### config.mk
export PLATFORM = sky130hd
export DESIGN_NAME = mad_alarm_detector
export DESIGN_NICKNAME = d
export VERILOG_FILES = /design/src/design/mad_pkg.sv /design/src/design/mad_led_blinker.sv /design/src/design/mad_alarm_detector.sv
export SDC_FILE = /design/constraint.sdc
export NUM_CORES = 1
export LEC_CHECK = 0
export BUFFER_PORTS_ARGS = -buffer_cell sky130_fd_sc_hd__buf_2
export CELL_PAD_IN_SITES_DETAIL_PLACEMENT = 2
export CELL_PAD_IN_SITES_GLOBAL_PLACEMENT = 2
export CORE_UTILIZATION = 43
export DETAILED_ROUTE_END_ITERATION = 12
export PLACE_DENSITY_LB_ADDON = 0.1
export SLEW_MARGIN = 20
export SYNTH_ARGS = -nofsm -noshare
export SYNTH_HDL_FRONTEND = slang
export SYNTH_HIERARCHICAL = 1
export SYNTH_SLANG_ARGS = --single-unit
### constraint.sdc
create_clock -name mclk -period 5.9 [get_ports mclk]
set_input_delay 0.59 -clock mclk [delete_from_list [all_inputs] [get_ports mclk]]
set_output_delay 0.59 -clock mclk [all_outputs]
set_load 0.005 [all_outputs]
### src/design/mad_pkg.sv
// Package for the multi-axis alarm detector: codes, blink counts, timing
package mad_pkg;

  localparam logic [7:0] CODE_NONE       = 8'h00;
  localparam logic [7:0] CODE_OTHER_AXIS = 8'h35;
  localparam logic [7:0] CODE_NVM_CTRL   = 8'h41;
  localparam logic [7:0] CODE_SENS_PWRUP = 8'h42;
  localparam logic [7:0] CODE_ROT_PWRUP  = 8'h43;
  localparam logic [7:0] CODE_NVM_SENS   = 8'h44;
  localparam logic [7:0] CODE_MOTOR_TYPE = 8'h45;
  localparam logic [7:0] CODE_NOT_HOMED  = 8'h4A;
  localparam logic [7:0] CODE_REGEN_HOT  = 8'h51;

  localparam logic [3:0] BLINK_OTHER_AXIS = 4'h2;
  localparam logic [3:0] BLINK_NVM_CTRL   = 4'h9;
  localparam logic [3:0] BLINK_SENSOR     = 4'h8;
  localparam logic [3:0] BLINK_NOT_HOMED  = 4'h7;
  localparam logic [3:0] BLINK_REGEN_HOT  = 4'h2;

  // LED timing, in milliseconds, and cycle counts at 100 MHz
  localparam int CLK_HZ       = 100_000_000;
  localparam int BLINK_ON_MS  = 200;
  localparam int BLINK_OFF_MS = 200;
  localparam int BLINK_GAP_MS = 1000;
  localparam int BLINK_ON_CYC  = CLK_HZ / 1000 * BLINK_ON_MS;
  localparam int BLINK_OFF_CYC = CLK_HZ / 1000 * BLINK_OFF_MS;
  localparam int BLINK_GAP_CYC = CLK_HZ / 1000 * BLINK_GAP_MS;

  // Fault inputs, all active high levels
  typedef struct packed {
    logic otherAxisAlarm;
    logic nvmCtrlCorrupt;
    logic sensorFaultPwrup;
    logic rotatingPwrup;
    logic nvmSensCorrupt;
    logic motorUnsupported;
    logic absMoveStart;
    logic regenThermalBad;
  } mad_fault_t;

  // Parameter bits held by the driver
  typedef struct packed {
    logic otherAxisAlarmEnable;
    logic regen_overheat_alarm_enable;
    logic absMoveWithoutCoordPermit;
  } mad_cfg_t;

  // Alarm state reported to the host
  typedef struct packed {
    logic       active;
    logic       powerCycleOnly;
    logic [7:0] code;
    logic [3:0] blinks;
  } mad_status_t;

endpackage

### src/design/mad_led_blinker.sv
// LED blinker: repeats a burst of N blinks with a gap while enabled
`timescale 1ns/1ns
module mad_led_blinker #(
  parameter int ON_CYC  = mad_pkg::BLINK_ON_CYC,
  parameter int OFF_CYC = mad_pkg::BLINK_OFF_CYC,
  parameter int GAP_CYC = mad_pkg::BLINK_GAP_CYC
) (
  input  wire logic       mclk,
  input  wire logic       rst_n,
  input  wire logic       enable,
  input  wire logic [3:0] blinks,
  output logic            ledOn
);

  typedef enum logic [2:0] {
    MAD_IDLE = 3'b001,
    MAD_ON   = 3'b010,
    MAD_OFF  = 3'b100
  } mad_blink_state_t;

  mad_blink_state_t stateFf, nxtState;
  logic [31:0]      timerFf, nxtTimer;
  logic [3:0]       countFf, nxtCount;
  logic             ledFf,   nxtLed;

  always_comb begin
    nxtState = stateFf;
    nxtTimer = timerFf;
    nxtCount = countFf;
    nxtLed   = 1'b0;
    if (!enable || blinks == 4'h0) begin
      nxtState = MAD_IDLE;
      nxtTimer = 32'h0;
      nxtCount = 4'h0;
    end else begin
      unique case (stateFf)
        MAD_IDLE: begin
          nxtState = MAD_ON;
          nxtTimer = 32'(ON_CYC - 1);
          nxtCount = blinks;
          nxtLed   = 1'b1;
        end
        MAD_ON: begin
          nxtLed = 1'b1;
          if (timerFf == 32'h0) begin
            nxtLed   = 1'b0;
            nxtState = MAD_OFF;
            nxtCount = countFf - 4'h1;
            // Long gap after the last blink marks the burst boundary
            nxtTimer = (countFf == 4'h1) ? 32'(GAP_CYC - 1) : 32'(OFF_CYC - 1);
          end else begin
            nxtTimer = timerFf - 32'h1;
          end
        end
        MAD_OFF: begin
          if (timerFf == 32'h0) begin
            nxtState = MAD_ON;
            nxtLed   = 1'b1;
            nxtTimer = 32'(ON_CYC - 1);
            if (countFf == 4'h0) begin
              nxtCount = blinks;
            end
          end else begin
            nxtTimer = timerFf - 32'h1;
          end
        end
        default: nxtState = MAD_IDLE;
      endcase
    end
  end

  always_ff @(posedge mclk or negedge rst_n) begin
    if (!rst_n) begin
      stateFf <= MAD_IDLE;
      timerFf <= 32'h0;
      countFf <= 4'h0;
      ledFf   <= 1'b0;
    end else begin
      stateFf <= nxtState;
      timerFf <= nxtTimer;
      countFf <= nxtCount;
      ledFf   <= nxtLed;
    end
  end

  assign ledOn = ledFf;

endmodule

### src/design/mad_alarm_detector.sv
// Alarm detector for one axis: codes 35h to 51h, LED blinks, clear policy
//
// Function
// [RL1] Other-axis alarm with enable set raises 35h, two blinks, any reset clears.
// [RL2] Controller nonvolatile data corrupt raises 41h, nine blinks, power cycle only.
// [RL3] Position sensor fault at power-up raises 42h, eight blinks, power cycle only.
// [RL4] Shaft rotating at power-up raises 43h, eight blinks, power cycle only.
// [RL5] Sensor nonvolatile data corrupt raises 44h, eight blinks, power cycle only.
// [RL6] Unsupported motor type raises 45h, eight blinks, power cycle only.
// [RL7] Absolute move before coordinate set raises 4Ah, seven blinks, unless permitted.
// [RL8] Regen resistor overheat or absent with enable raises 51h, two blinks.
// [RL9] Host resets each affected axis separately after an other-axis alarm.
// [RL10] Host presets Z-phase or clears trip meter, then cycles power.
// [RL11] Latch latest code in eight bits; repeat blinks until cleared. Here a latched power-cycle alarm keeps later soft codes out.
`timescale 1ns/1ns
module mad_alarm_detector #(
  parameter int ON_CYC  = mad_pkg::BLINK_ON_CYC,
  parameter int OFF_CYC = mad_pkg::BLINK_OFF_CYC,
  parameter int GAP_CYC = mad_pkg::BLINK_GAP_CYC
) (
  input  wire logic                 mclk,
  input  wire logic                 rst_n,
  input  wire mad_pkg::mad_fault_t  faultIn,
  input  wire mad_pkg::mad_cfg_t    cfgIn,
  input  wire logic                 coordEstablished,
  input  wire logic                 alarmResetReq,
  output mad_pkg::mad_status_t      status,
  output logic                      ledOn
);

  mad_pkg::mad_fault_t sync1Ff, sync2Ff, sync3Ff;
  mad_pkg::mad_fault_t stableFf, nxtStable;
  logic                coordS1Ff, coordS2Ff, coordS3Ff, coordStableFf, nxtCoordStable;
  mad_pkg::mad_fault_t prevFf;
  mad_pkg::mad_status_t statusFf, nxtStatus;
  logic                rstS1Ff, rstS2Ff, rstS3Ff, rstStableFf, nxtRstStable, rstPrevFf;
  logic                rstPulse;
  mad_pkg::mad_fault_t rise;

  // Three-stage synchronisers; a change counts once stages two and three agree
  always_comb begin
    nxtStable      = stableFf;
    nxtCoordStable = coordStableFf;
    nxtRstStable   = rstStableFf;
    for (int i = 0; i < $bits(mad_pkg::mad_fault_t); i++) begin
      if (sync2Ff[i] == sync3Ff[i]) begin
        nxtStable[i] = sync3Ff[i];
      end
    end
    if (coordS2Ff == coordS3Ff) begin
      nxtCoordStable = coordS3Ff;
    end
    if (rstS2Ff == rstS3Ff) begin
      nxtRstStable = rstS3Ff;
    end
  end

  always_ff @(posedge mclk or negedge rst_n) begin
    if (!rst_n) begin
      sync1Ff       <= '0;
      sync2Ff       <= '0;
      sync3Ff       <= '0;
      stableFf      <= '0;
      prevFf        <= '0;
      coordS1Ff     <= 1'b0;
      coordS2Ff     <= 1'b0;
      coordS3Ff     <= 1'b0;
      coordStableFf <= 1'b0;
      rstS1Ff       <= 1'b0;
      rstS2Ff       <= 1'b0;
      rstS3Ff       <= 1'b0;
      rstStableFf   <= 1'b0;
      rstPrevFf     <= 1'b0;
    end else begin
      sync1Ff       <= faultIn;
      sync2Ff       <= sync1Ff;
      sync3Ff       <= sync2Ff;
      stableFf      <= nxtStable;
      prevFf        <= stableFf;
      coordS1Ff     <= coordEstablished;
      coordS2Ff     <= coordS1Ff;
      coordS3Ff     <= coordS2Ff;
      coordStableFf <= nxtCoordStable;
      rstS1Ff       <= alarmResetReq;
      rstS2Ff       <= rstS1Ff;
      rstS3Ff       <= rstS2Ff;
      rstStableFf   <= nxtRstStable;
      rstPrevFf     <= rstStableFf;
    end
  end

  // Rising edges only, so a held fault raises once and a reset can clear it
  assign rise     = stableFf & ~prevFf;
  assign rstPulse = rstStableFf & ~rstPrevFf;

  function automatic mad_pkg::mad_status_t mk(input logic [7:0] code,
                                               input logic [3:0] blinks,
                                               input logic       pwrOnly);
    mad_pkg::mad_status_t s;
    s.active         = 1'b1;
    s.powerCycleOnly = pwrOnly;
    s.code           = code;
    s.blinks         = blinks;
    return s;
  endfunction

  // Lowest-priority first, so later assignments win; power-cycle alarms rank highest
  always_comb begin
    nxtStatus = statusFf;
    // A reset clears only soft alarms; a new event in the same cycle still wins
    if (rstPulse && statusFf.active && !statusFf.powerCycleOnly) begin
      nxtStatus = '0;                                                          // [RL1] [RL7] [RL8]
    end
    if (!statusFf.powerCycleOnly) begin
      if (rise.otherAxisAlarm && cfgIn.otherAxisAlarmEnable) begin
        nxtStatus = mk(mad_pkg::CODE_OTHER_AXIS, mad_pkg::BLINK_OTHER_AXIS, 1'b0); // [RL1]
      end
      if (rise.absMoveStart && !coordStableFf && !cfgIn.absMoveWithoutCoordPermit) begin
        nxtStatus = mk(mad_pkg::CODE_NOT_HOMED, mad_pkg::BLINK_NOT_HOMED, 1'b0);   // [RL7]
      end
      if (rise.regenThermalBad && cfgIn.regen_overheat_alarm_enable) begin
        nxtStatus = mk(mad_pkg::CODE_REGEN_HOT, mad_pkg::BLINK_REGEN_HOT, 1'b0);   // [RL8]
      end
    end
    if (rise.motorUnsupported) begin
      nxtStatus = mk(mad_pkg::CODE_MOTOR_TYPE, mad_pkg::BLINK_SENSOR, 1'b1);       // [RL6]
    end
    if (rise.nvmSensCorrupt) begin
      nxtStatus = mk(mad_pkg::CODE_NVM_SENS, mad_pkg::BLINK_SENSOR, 1'b1);         // [RL5]
    end
    if (rise.rotatingPwrup) begin
      nxtStatus = mk(mad_pkg::CODE_ROT_PWRUP, mad_pkg::BLINK_SENSOR, 1'b1);        // [RL4]
    end
    if (rise.sensorFaultPwrup) begin
      nxtStatus = mk(mad_pkg::CODE_SENS_PWRUP, mad_pkg::BLINK_SENSOR, 1'b1);       // [RL3]
    end
    if (rise.nvmCtrlCorrupt) begin
      nxtStatus = mk(mad_pkg::CODE_NVM_CTRL, mad_pkg::BLINK_NVM_CTRL, 1'b1);       // [RL2]
    end
  end

  // Only the power-on reset clears a hard alarm
  always_ff @(posedge mclk or negedge rst_n) begin
    if (!rst_n) begin
      statusFf <= '0;
    end else begin
      statusFf <= nxtStatus;                                                   // [RL11]
    end
  end

  assign status = statusFf;

  mad_led_blinker #(
    .ON_CYC  (ON_CYC),
    .OFF_CYC (OFF_CYC),
    .GAP_CYC (GAP_CYC)
  ) uBlink (
    .mclk   (mclk),
    .rst_n  (rst_n),
    .enable (statusFf.active),
    .blinks (statusFf.blinks),
    .ledOn  (ledOn)                                                            // [RL11]
  );

endmodule

# ---- After elaboration in Yosys (flattened, before gate mapping)
# Index checks and enable logic that the tools add are counted.
dict set report word_totals {
  regBits 103
  in_bits 15
  output_inout_bits 15
  elab_cells 125
}
dict set report classes {
  n_addsub 2
  n_eq_ne 17
  muxes 28
  bitwise_logic 4
  reduce_logical 17
}
# cell n
set ops {}
lappend ops {{14-bit 2-to-1 mux} 10}
lappend ops {{32-bit 2-to-1 mux} 3}
lappend ops {{32-bit one-hot mux with 3 select lines} 1}
lappend ops {{32-bit zero test} 1}
lappend ops {{32-bit by 1-bit subtractor with 32-bit output (second input constant)} 1}
lappend ops {{27-bit 2-to-1 mux} 1}
lappend ops {{4-bit 2-to-1 mux} 4}
lappend ops {{4-bit one-hot mux with 3 select lines} 1}
lappend ops {{1-bit == test} 10}
lappend ops {{3-bit 2-to-1 mux} 3}
lappend ops {{3-bit by 1-bit != test with 1-bit output (second input constant)} 3}
lappend ops {{3-bit one-hot mux with 3 select lines} 1}
lappend ops {{8-bit bitwise AND} 1}
lappend ops {{4-bit zero test} 2}
lappend ops {{8-bit NOT} 1}
lappend ops {{1-bit logical AND} 6}
lappend ops {{4-bit by 1-bit == test with 1-bit output (second input constant)} 1}
lappend ops {{1-bit zero test} 4}
lappend ops {{4-bit AND reduction} 1}
lappend ops {{4-bit nonzero test} 1}
lappend ops {{4-bit by 1-bit subtractor with 4-bit output (second input constant)} 1}
lappend ops {{3-bit by 1-bit == test with 1-bit output (second input constant)} 1}
lappend ops {{3-bit by 2-bit == test with 1-bit output (second input constant)} 1}
lappend ops {{3-bit == test (second input constant)} 1}
lappend ops {{other kinds (6)} 8}

# ---- Longest topological paths before layout
# Gate-level depths: netlist (run 1).
dict set report logic_depth {
  depth_word 14
  mapped_depth 10
  mapped_depth_nobuf 8
}

# ---- Modules after synthesis
# Netlist (run 1), hierarchy kept.
# mod instances cells_per_inst area_each_um2
set modules_own_cells {}
lappend modules_own_cells {mad_led_blinker 1 277 2383.5}
lappend modules_own_cells {mad_alarm_detector 1 123 2015.7}

# ---- Worst setup path after synthesis (run 1)
# OpenSTA, ideal clock, no wires.
dict set report synth_timing {
  kind {reg-to-reg}
  startpoint {reg uBlink.timerFf[16]}
  endpoint {reg uBlink.timerFf[26]}
  arrival_ps 2187
  path_slack_ps 3582
  stages_incl_launch_ff 9
  synth_period_minus_slack_ps 2318
  cell_sequence {dfrtp_1 or4_4 or3_4 buf_6 nor3_2 nor2_1 clkbuf_1 a21oi_1 o21ai_0}
}
dict set report synth_via {
  elab_chain_cells 4
  elab_cells_between_ends 6
}
# item line_no
set synth_lines {}
lappend synth_lines {{start, declared} mad_led_blinker.sv:22} ;# logic [31:0] timerFf, nxtTimer;
lappend synth_lines {{start signal, assigned} mad_led_blinker.sv:80} ;# timerFf <= nxtTimer;
lappend synth_lines {{32-bit by 1-bit subtractor with 32-bit output / 32-bit zero test (equally long branches)} --}
lappend synth_lines {{32-bit 2-to-1 mux, on equally long branches} {mad_led_blinker.sv:56, mad_led_blinker.sv:45}}
lappend synth_lines {{32-bit one-hot mux with 3 select lines (*)} mad_led_blinker.sv:36} ;# unique case (stateFf)
lappend synth_lines {{32-bit 2-to-1 mux (*)} mad_led_blinker.sv:31} ;# if (!enable || blinks == 4'h0) begin
# Mark *: on every way between the ends. The rest lies on a longest branch, timed or not.
# A chain may end at the register's enable or synchronous reset.

# ---- Worst setup path in the final report (run 1)
dict set report layout_timing {
  startpoint {reg uBlink.timerFf[0]}
  endpoint {reg uBlink.countFf[3]}
}
dict set report layout_via {
  elab_chain_cells 3
  elab_cells_between_ends 4
}
# item line_no
set layout_lines {}
lappend layout_lines {{32-bit zero test (*)} {mad_led_blinker.sv:45, mad_led_blinker.sv:56}}
lappend layout_lines {{3-bit by 1-bit != test with 1-bit output (no line)} --}
lappend layout_lines {{4-bit AND reduction (no line) (*)} --}
lappend layout_lines {{end signal, assigned} mad_led_blinker.sv:81} ;# countFf <= nxtCount;
lappend layout_lines {{end, declared} mad_led_blinker.sv:23} ;# logic [3:0] countFf, nxtCount;
# Marks and branches as above.

==> run_results.csv, run 1 <==
group,metric,value,unit
routing,antenna_left,0,
grt,antenna_found_initial,0,
timing,max_freq,0.282,GHz
setup_path,crit_type,"reg -> reg",
finish,multiInputGateArea,1750,sq um
setup_path,endpoint_kind,"flop",
routing,drc,0,
setup_path,r2r_start,"uBlink/timerFf[0]$_DFFE_PN0N_",
finish,drive_gt1_frac,0.156,
clock_tree,post_cts_buffers,0,
yosys,syn_nets,418,
finish,layout.nets,449,
timing,maxSlewHeadroom,0.344,
routing,drt-initial-drc-count,86,
power_and_ir_drop,cellPowerDensity,347,nW/um^2
grt,overflow,0,
clock_tree,cts_tree,"built",
floorplan,die_area,10600,sq um
setup_path,worstPathRequired,6.15,ns
timing,min_period_over_period,0.602,
setup_path,critical_path.max_fanout,11,
timing,clock_skew,0.0148,ns
clock_tree,numCtsBuffers,9,
yosys,synth_edf_count,0,
setup_path,r2r-end,"uBlink/countFf[3]$_DFFE_PN0P_",
yosys,avgSynthCellArea,11.0,sq um
floorplan,boundaryPins,30,
yosys,ys.warnings.count,6,
floorplan,die_h,103,um
timing,grt_setup_unrepaired,"no",
clock_tree,cts_root_buffer,"clkbuf_8",
timing,hold_viol,0,
clock_tree,ctsResizeCount,0,
finish,final_cell_mix,"dfrtp_1, nand2_1, nor2_1, buf_2, o21ai_0",
power_and_ir_drop,peakVddDrop,0.217,mV
yosys,synth-async-reset-ratio,1.00,
floorplan,rows,36,
yosys,synthCells,400,
finish,seq_area,2580,sq um
place,numPortBuffers,29,
setup_path,cp.arrival,3.80,ns
place,dpl.cell_count,552,
clock_tree,insertion_delay,0.39,ns
clock_tree,clockBufferDepth,2,
clock_tree,hold_buffers,0,
yosys,syn_area,4400,sq um
place,dp.final_hpwl,7.98,mm
setup_path,startpoint,"uBlink/timerFf[0]$_DFFE_PN0N_",
timing,setup_tns,0,ns
floorplan,start_util,0.446,
setup_path,critical_path.endpoint,"uBlink/countFf[3]$_DFFE_PN0P_",
timing,post-route-min-period,3.55,ns
setup_path,cp-start-kind,"flop",
yosys,ys_seq_elements,103,
flow_run,drv_cap,0,
grt,grt_pass1_vias,3524,
finish,fillers,1004,
min_path,hold_class,"in -> async",
routing,drtPass1Iterations,4,
finish,area_growth_syn_to_layout,11.4,%
yosys,synthFlopType,"dfrtp_1",
timing,tightestPinTransition,0.978,ns
yosys,synth_cell_types,68,
finish,final_common_cell,"dfrtp_1",
setup_path,reg2reg_slack,2.35,ns
routing,drt_wl_total,11.3,mm
routing,dr_total_vias,3295,
finish,insertedDiodeCount,0,
finish,instances_no_fill,569,
floorplan,die_w,103,um
clock_tree,cts_sinks,103,
grt,grt_usage,0.241,
yosys,ys_seq_area_frac,0.586,
routing,via_per_inst,5.79,
routing,avgRoutedWirePerCell,19.9,um
status,status,"complete, no violations",
timing,slew_violations,0,
floorplan,coreArea,9860,sq um
grt,grt_pass1_wl,19.0,mm
setup_path,ff2ff_path_depth,8,
clock_tree,htreeDepth,3,
place,gp_congestion,0.795,
timing,setup_viol,0,
power_and_ir_drop,cellLeakagePower,1.98,nW
clock_tree,path_clk_slew,0.10,ns
grt,grt_max_degree,80,
## cells by family (layout without fill, tap and decap cells)
family	after synthesis	after routing	share of synthesized area
AO/OA/AOI/OAI	108	108	0.162
XOR/XNOR	2	2	0.00398
adder cells (fa/ha/maj)	13	13	0.0313
buffers and inverters	19	55	0.0202
flip-flops	103	103	0.586
multiplexers	3	3	0.00683
AND/OR/NAND/NOR	152	152	0.190
## layer usage
layer	global-route usage	wire length (um)	up-vias
li1	-	-	1537
met1	0.309	5160	1714
met2	0.409	5790	34
met3	0.0488	249	10
met4	0.0769	131	0
met5	0	0	-
## synth_stat cells (2+ instances only)
library cell  number  share of area
and3_1             3         0.0043
o21ai_0           27          0.031
nor4_1             7          0.010
o31ai_2            2         0.0057
and2_1             3         0.0043
o41ai_1            2         0.0040
nor4_2             2         0.0057
nand3_1           10          0.011
a21oi_1           22          0.025
mux2i_1            3         0.0068
or3_1              7          0.010
ha_1               3         0.0085
a211o_1            3         0.0060
nor3_1            21          0.024
a311oi_1           5          0.010
o21ai_1            6         0.0068
o211ai_1           5         0.0085
a2111o_1           2         0.0051
nor2_1            30          0.026
o22ai_1            3         0.0043
a221oi_1           2         0.0040
maj3_1            10          0.023
or2_2              3         0.0043
dfrtp_1          102           0.58
buf_4              2         0.0034
a211oi_1           3         0.0051
nand2b_1           6         0.0085
buf_2              2         0.0023
clkbuf_1           8         0.0068
nand2_1           31          0.026
or4_1              4         0.0068
nor4bb_1           2         0.0046
o31ai_1            3         0.0051
nor2b_1            9          0.013
inv_1              6         0.0051
a31oi_1            9          0.013
## how the worst min path moves through the flow
stage	start	to	slack, ns
floorplan	rst_n	coordS1Ff$_DFF_PN0_	0.29
global placement	sync1Ff[3]$_DFF_PN0_	sync2Ff[3]$_DFF_PN0_	0.33
detailed placement	sync1Ff[3]$_DFF_PN0_	sync2Ff[3]$_DFF_PN0_	0.34
CTS	rst_n	uBlink/stateFf[1]$_DFFE_PN0P_	0.09
global route	rst_n	uBlink/ledOn$_DFF_PN0_	0.10
finish	rst_n	uBlink/ledOn$_DFF_PN0_	0.09
## stage by stage
| step | area, sq um | utilization | hold slack [ns] | setup WS, ns | power, mW |
|---|---|---|---|---|---|
| 2_1_floorplan | 4400 | - | 0.294 | 3.58 | 1.13 |
| 3_3_place_gp | 4680 | 0.474 | 0.331 | 2.75 | 1.25 |
| 3_5_place_dp | 4680 | 0.474 | 0.336 | 2.41 | 1.27 |
| 4_1_cts | 4870 | 0.493 | 0.0893 | 2.41 | 1.72 |
| 5_1_grt | 4900 | 0.497 | 0.104 | 1.96 | 1.81 |
| 6_report | 4900 | 0.497 | 0.0937 | 2.35 | 1.70 |
## sequential cells by signal, summed over array words and instances (netlist names), 3 cells and up
name,flops
uBlink/timerFf,32
status,14
prevFf,8
stableFf,8
sync1Ff,8
sync2Ff,8
sync3Ff,8
uBlink/countFf,4
uBlink/stateFf,3
## layout make-up
cell class | instances | area share
sequential | 103 | 0.526
multi-input combinational | 278 | 0.357
timing repair buffer | 33 | 0.0403
tap | 133 | 0.0339
clock buffer | 10 | 0.0281
clock inverter | 6 | 0.0105
inverter | 6 | 0.00459
## worst max-delay path: stages (launching register included)
cell and delay (ns):
dfrtp_1 0.44, inv_1 0.11, ha_1 0.23, nor3b_1 0.43, nand4_1 0.54, o31ai_2 0.98, a21oi_1 0.27, o21ai_0 0.28
o21ai_0 0.14
## power by group
| part | internal, mW | switching, mW | total [mW] |
|---|---|---|---|
| clock | 0.172 | 0.261 | 0.433 |
| sequential | 0.771 | 0.0535 | 0.825 |
| combinational | 0.144 | 0.299 | 0.443 |
No activity file was read; power rests on OpenSTA's default activity.
==> run 2, diff against run 1 <==
CORE_UTILIZATION = 36   (was 43)
clock period = 3 ns   (was 5.9 ns; I/O delays follow)
==> run 2 against run 1 <==
The run now ends with hold timing left. Worst hold slack got worse by 0.12 ns. Die area rose by 19%. Critical path depth rose by 2. First-iteration DRC count rose by 1.2%. Non-clock buffer count rose by 10. Sequential share of layout area fell by 2.2 points. Final cell count rose by 4.2%. Flip-flop and latch count did not move. Clock power rose to 2.9 times the previous value. Via count rose by 2.2%. Critical endpoint is now uBlink/timerFf[3]$_DFFE_PN0N_.
==> run_results.csv, run 2 (synthesis gave the netlist of run 1 again) <==
group,metric,value,unit
routing,drtPass1Iterations,4,
power_and_ir_drop,peakVddDrop,0.449,mV
timing,tightestPinTransition,0.906,ns
setup_path,endpoint_kind,"flop",
setup_path,cp_slowest_cell,"nor3b_1",
setup_path,max_stage_delay,0.50,ns
floorplan,die_area,12700,sq um
floorplan,coreArea,12000,sq um
status,status,"finished with violations",
setup_path,worstPathRequired,3.25,ns
grt,overflow,0,
finish,largest_reg_flops,32,
finish,final_common_cell,"dfrtp_1",
floorplan,die_w,113,um
grt,antenna_found_initial,0,
finish,drive_gt1_frac,0.175,
routing,drt_wl_total,11.4,mm
clock_tree,path_clk_slew,0.07,ns
routing,dr_total_vias,3368,
setup_path,cp_cell_sequence,"inv_1, ha_1, nor3b_1, nand4_1, buf_4, o31ai_2, buf_4, o21ai_0, nor2b_1, a311oi_1",
clock_tree,cts_root_buffer,"clkbuf_16",
setup_path,cp.depth,10,
setup_path,cp_top_family,"simple AND/OR/NAND/NOR gates",
setup_path,cp-start-kind,"flop",
flow_run,drv_cap,0,
setup_path,ff2ff_path_depth,10,
clock_tree,post_cts_buffers,0,
grt,grt_max_degree,55,
setup_path,cp_common_cell,"buf_4",
finish,area_growth_syn_to_layout,16.3,%
routing,drt-initial-drc-count,87,
setup_path,critical_path.max_fanout,11,
setup_path,reg2reg_slack,0.35,ns
grt,grt_pass1_wl,19.3,mm
floorplan,rows,40,
clock_tree,clockBufferDepth,2,
min_path,hold_class,"in -> async",
timing,post-route-min-period,2.65,ns
place,dp.final_hpwl,7.99,mm
finish,final_cell_mix,"dfrtp_1, nand2_1, nor2_1, buf_2, o21ai_0",
floorplan,boundaryPins,30,
clock_tree,hold_buffers,0,
clock_tree,htreeDepth,3,
finish,layout.nets,459,
timing,setup_viol,0,
power_and_ir_drop,cellLeakagePower,2.08,nW
timing,grt_setup_unrepaired,"no",
floorplan,die_h,113,um
timing,hold_viol,16,
setup_path,crit_type,"reg -> reg",
power_and_ir_drop,cellPowerDensity,742,nW/um^2
floorplan,start_util,0.368,
routing,via_per_inst,5.68,
timing,max_freq,0.377,GHz
finish,largest_register,"uBlink/timerFf",
place,numPortBuffers,29,
timing,clock_skew,0.00914,ns
status,violations,"hold timing",
setup_path,path_buf_inv,3,
timing,min_period_over_period,0.884,
routing,antenna_left,0,
timing,timing.hold.ws,-0.0267,ns
timing,setup_tns,0,ns
routing,drc,0,
grt,grt_pass1_vias,3706,
power_and_ir_drop,power,3.79,mW
routing,avgRoutedWirePerCell,19.3,um
clock_tree,cts_sinks,103,
setup_path,cp.arrival,2.90,ns
clock_tree,cts_tree,"built",
clock_tree,ctsResizeCount,0,
place,gp_congestion,0.752,
clock_tree,insertion_delay,0.35,ns
timing,maxSlewHeadroom,0.394,
timing,slew_violations,0,
clock_tree,numCtsBuffers,9,
finish,insertedDiodeCount,0,
grt,grt_usage,0.198,
-- run 2: changes by cell type in the layout (fill, tap and decap cells not counted) --
cell and change:
clkinv_2 -1, buf_4 +10, clkinvlp_4 -2, bufinv_16 +1, clkinv_4 +2, buf_12 +1
buf_16 -1, clkbuf_8 -10, o31ai_2 +1, clkinv_8 +2, o31ai_4 -1, clkbuf_16 +9
inv_8 -1
-- run 2: worst register-to-register path: stages, from the launching register on --
cell	delay, ns
dfrtp_1	0.43
inv_1	0.09
ha_1	0.21
nor3b_1	0.50
nand4_1	0.17
buf_4	0.22
o31ai_2	0.18
buf_4	0.23
o21ai_0	0.10
nor2b_1	0.17
a311oi_1	0.25
-- run 2: per-layer routing --
layer	vias to the layer above	part of all wire	global-route usage	routed length (um)
li1	1567	-	-	-
met4	0	0.011	0.0640	127
met5	-	0	0	0
met2	36	0.52	0.342	5900
met3	9	0.027	0.0497	312
met1	1756	0.44	0.244	5080
-- run 2: report_power, final --
part,switching (mW),internal [mW]
sequential,0.100,1.52
combinational,0.608,0.327
clock,0.569,0.673
-- run 2: path summary, 6_finish.rpt --
path / startpoint / end
worst max-delay path: uBlink/timerFf[0]$_DFFE_PN0N_ / uBlink/timerFf[3]$_DFFE_PN0N_
worst min-delay path: rst_n / uBlink/timerFf[2]$_DFFE_PN0N_
worst max register to register: uBlink/timerFf[0]$_DFFE_PN0N_ / uBlink/timerFf[3]$_DFFE_PN0N_
worst min register to register: rstS1Ff$_DFF_PN0_ / rstS2Ff$_DFF_PN0_
max in group asynchronous: rst_n / stableFf[0]$_DFFE_PN0N_
min in group mclk: faultIn[4] / sync1Ff[4]$_DFF_PN0_
-- run 2: cell type report --
cell class | count | area, sq um
inverters | 6 | 22.5
repair buffers | 43 | 265
well taps | 147 | 184
fillers | 1256 | 6850
clock buffers | 9 | 225
multi-input cells | 278 | 1740
clock inverters | 7 | 100
flip-flops and latches | 103 | 2580
-- run 2: through the flow --
step,cells,setup slack [ns],utilization,area (sq um)
finish,593,0.348,0.428,5110
global route,593,0.153,0.428,5110
CTS,593,0.339,0.428,5110
detailed placement,577,0.385,0.400,4790
global placement,577,0.521,0.400,4790
floorplan,400,0.682,-,4400
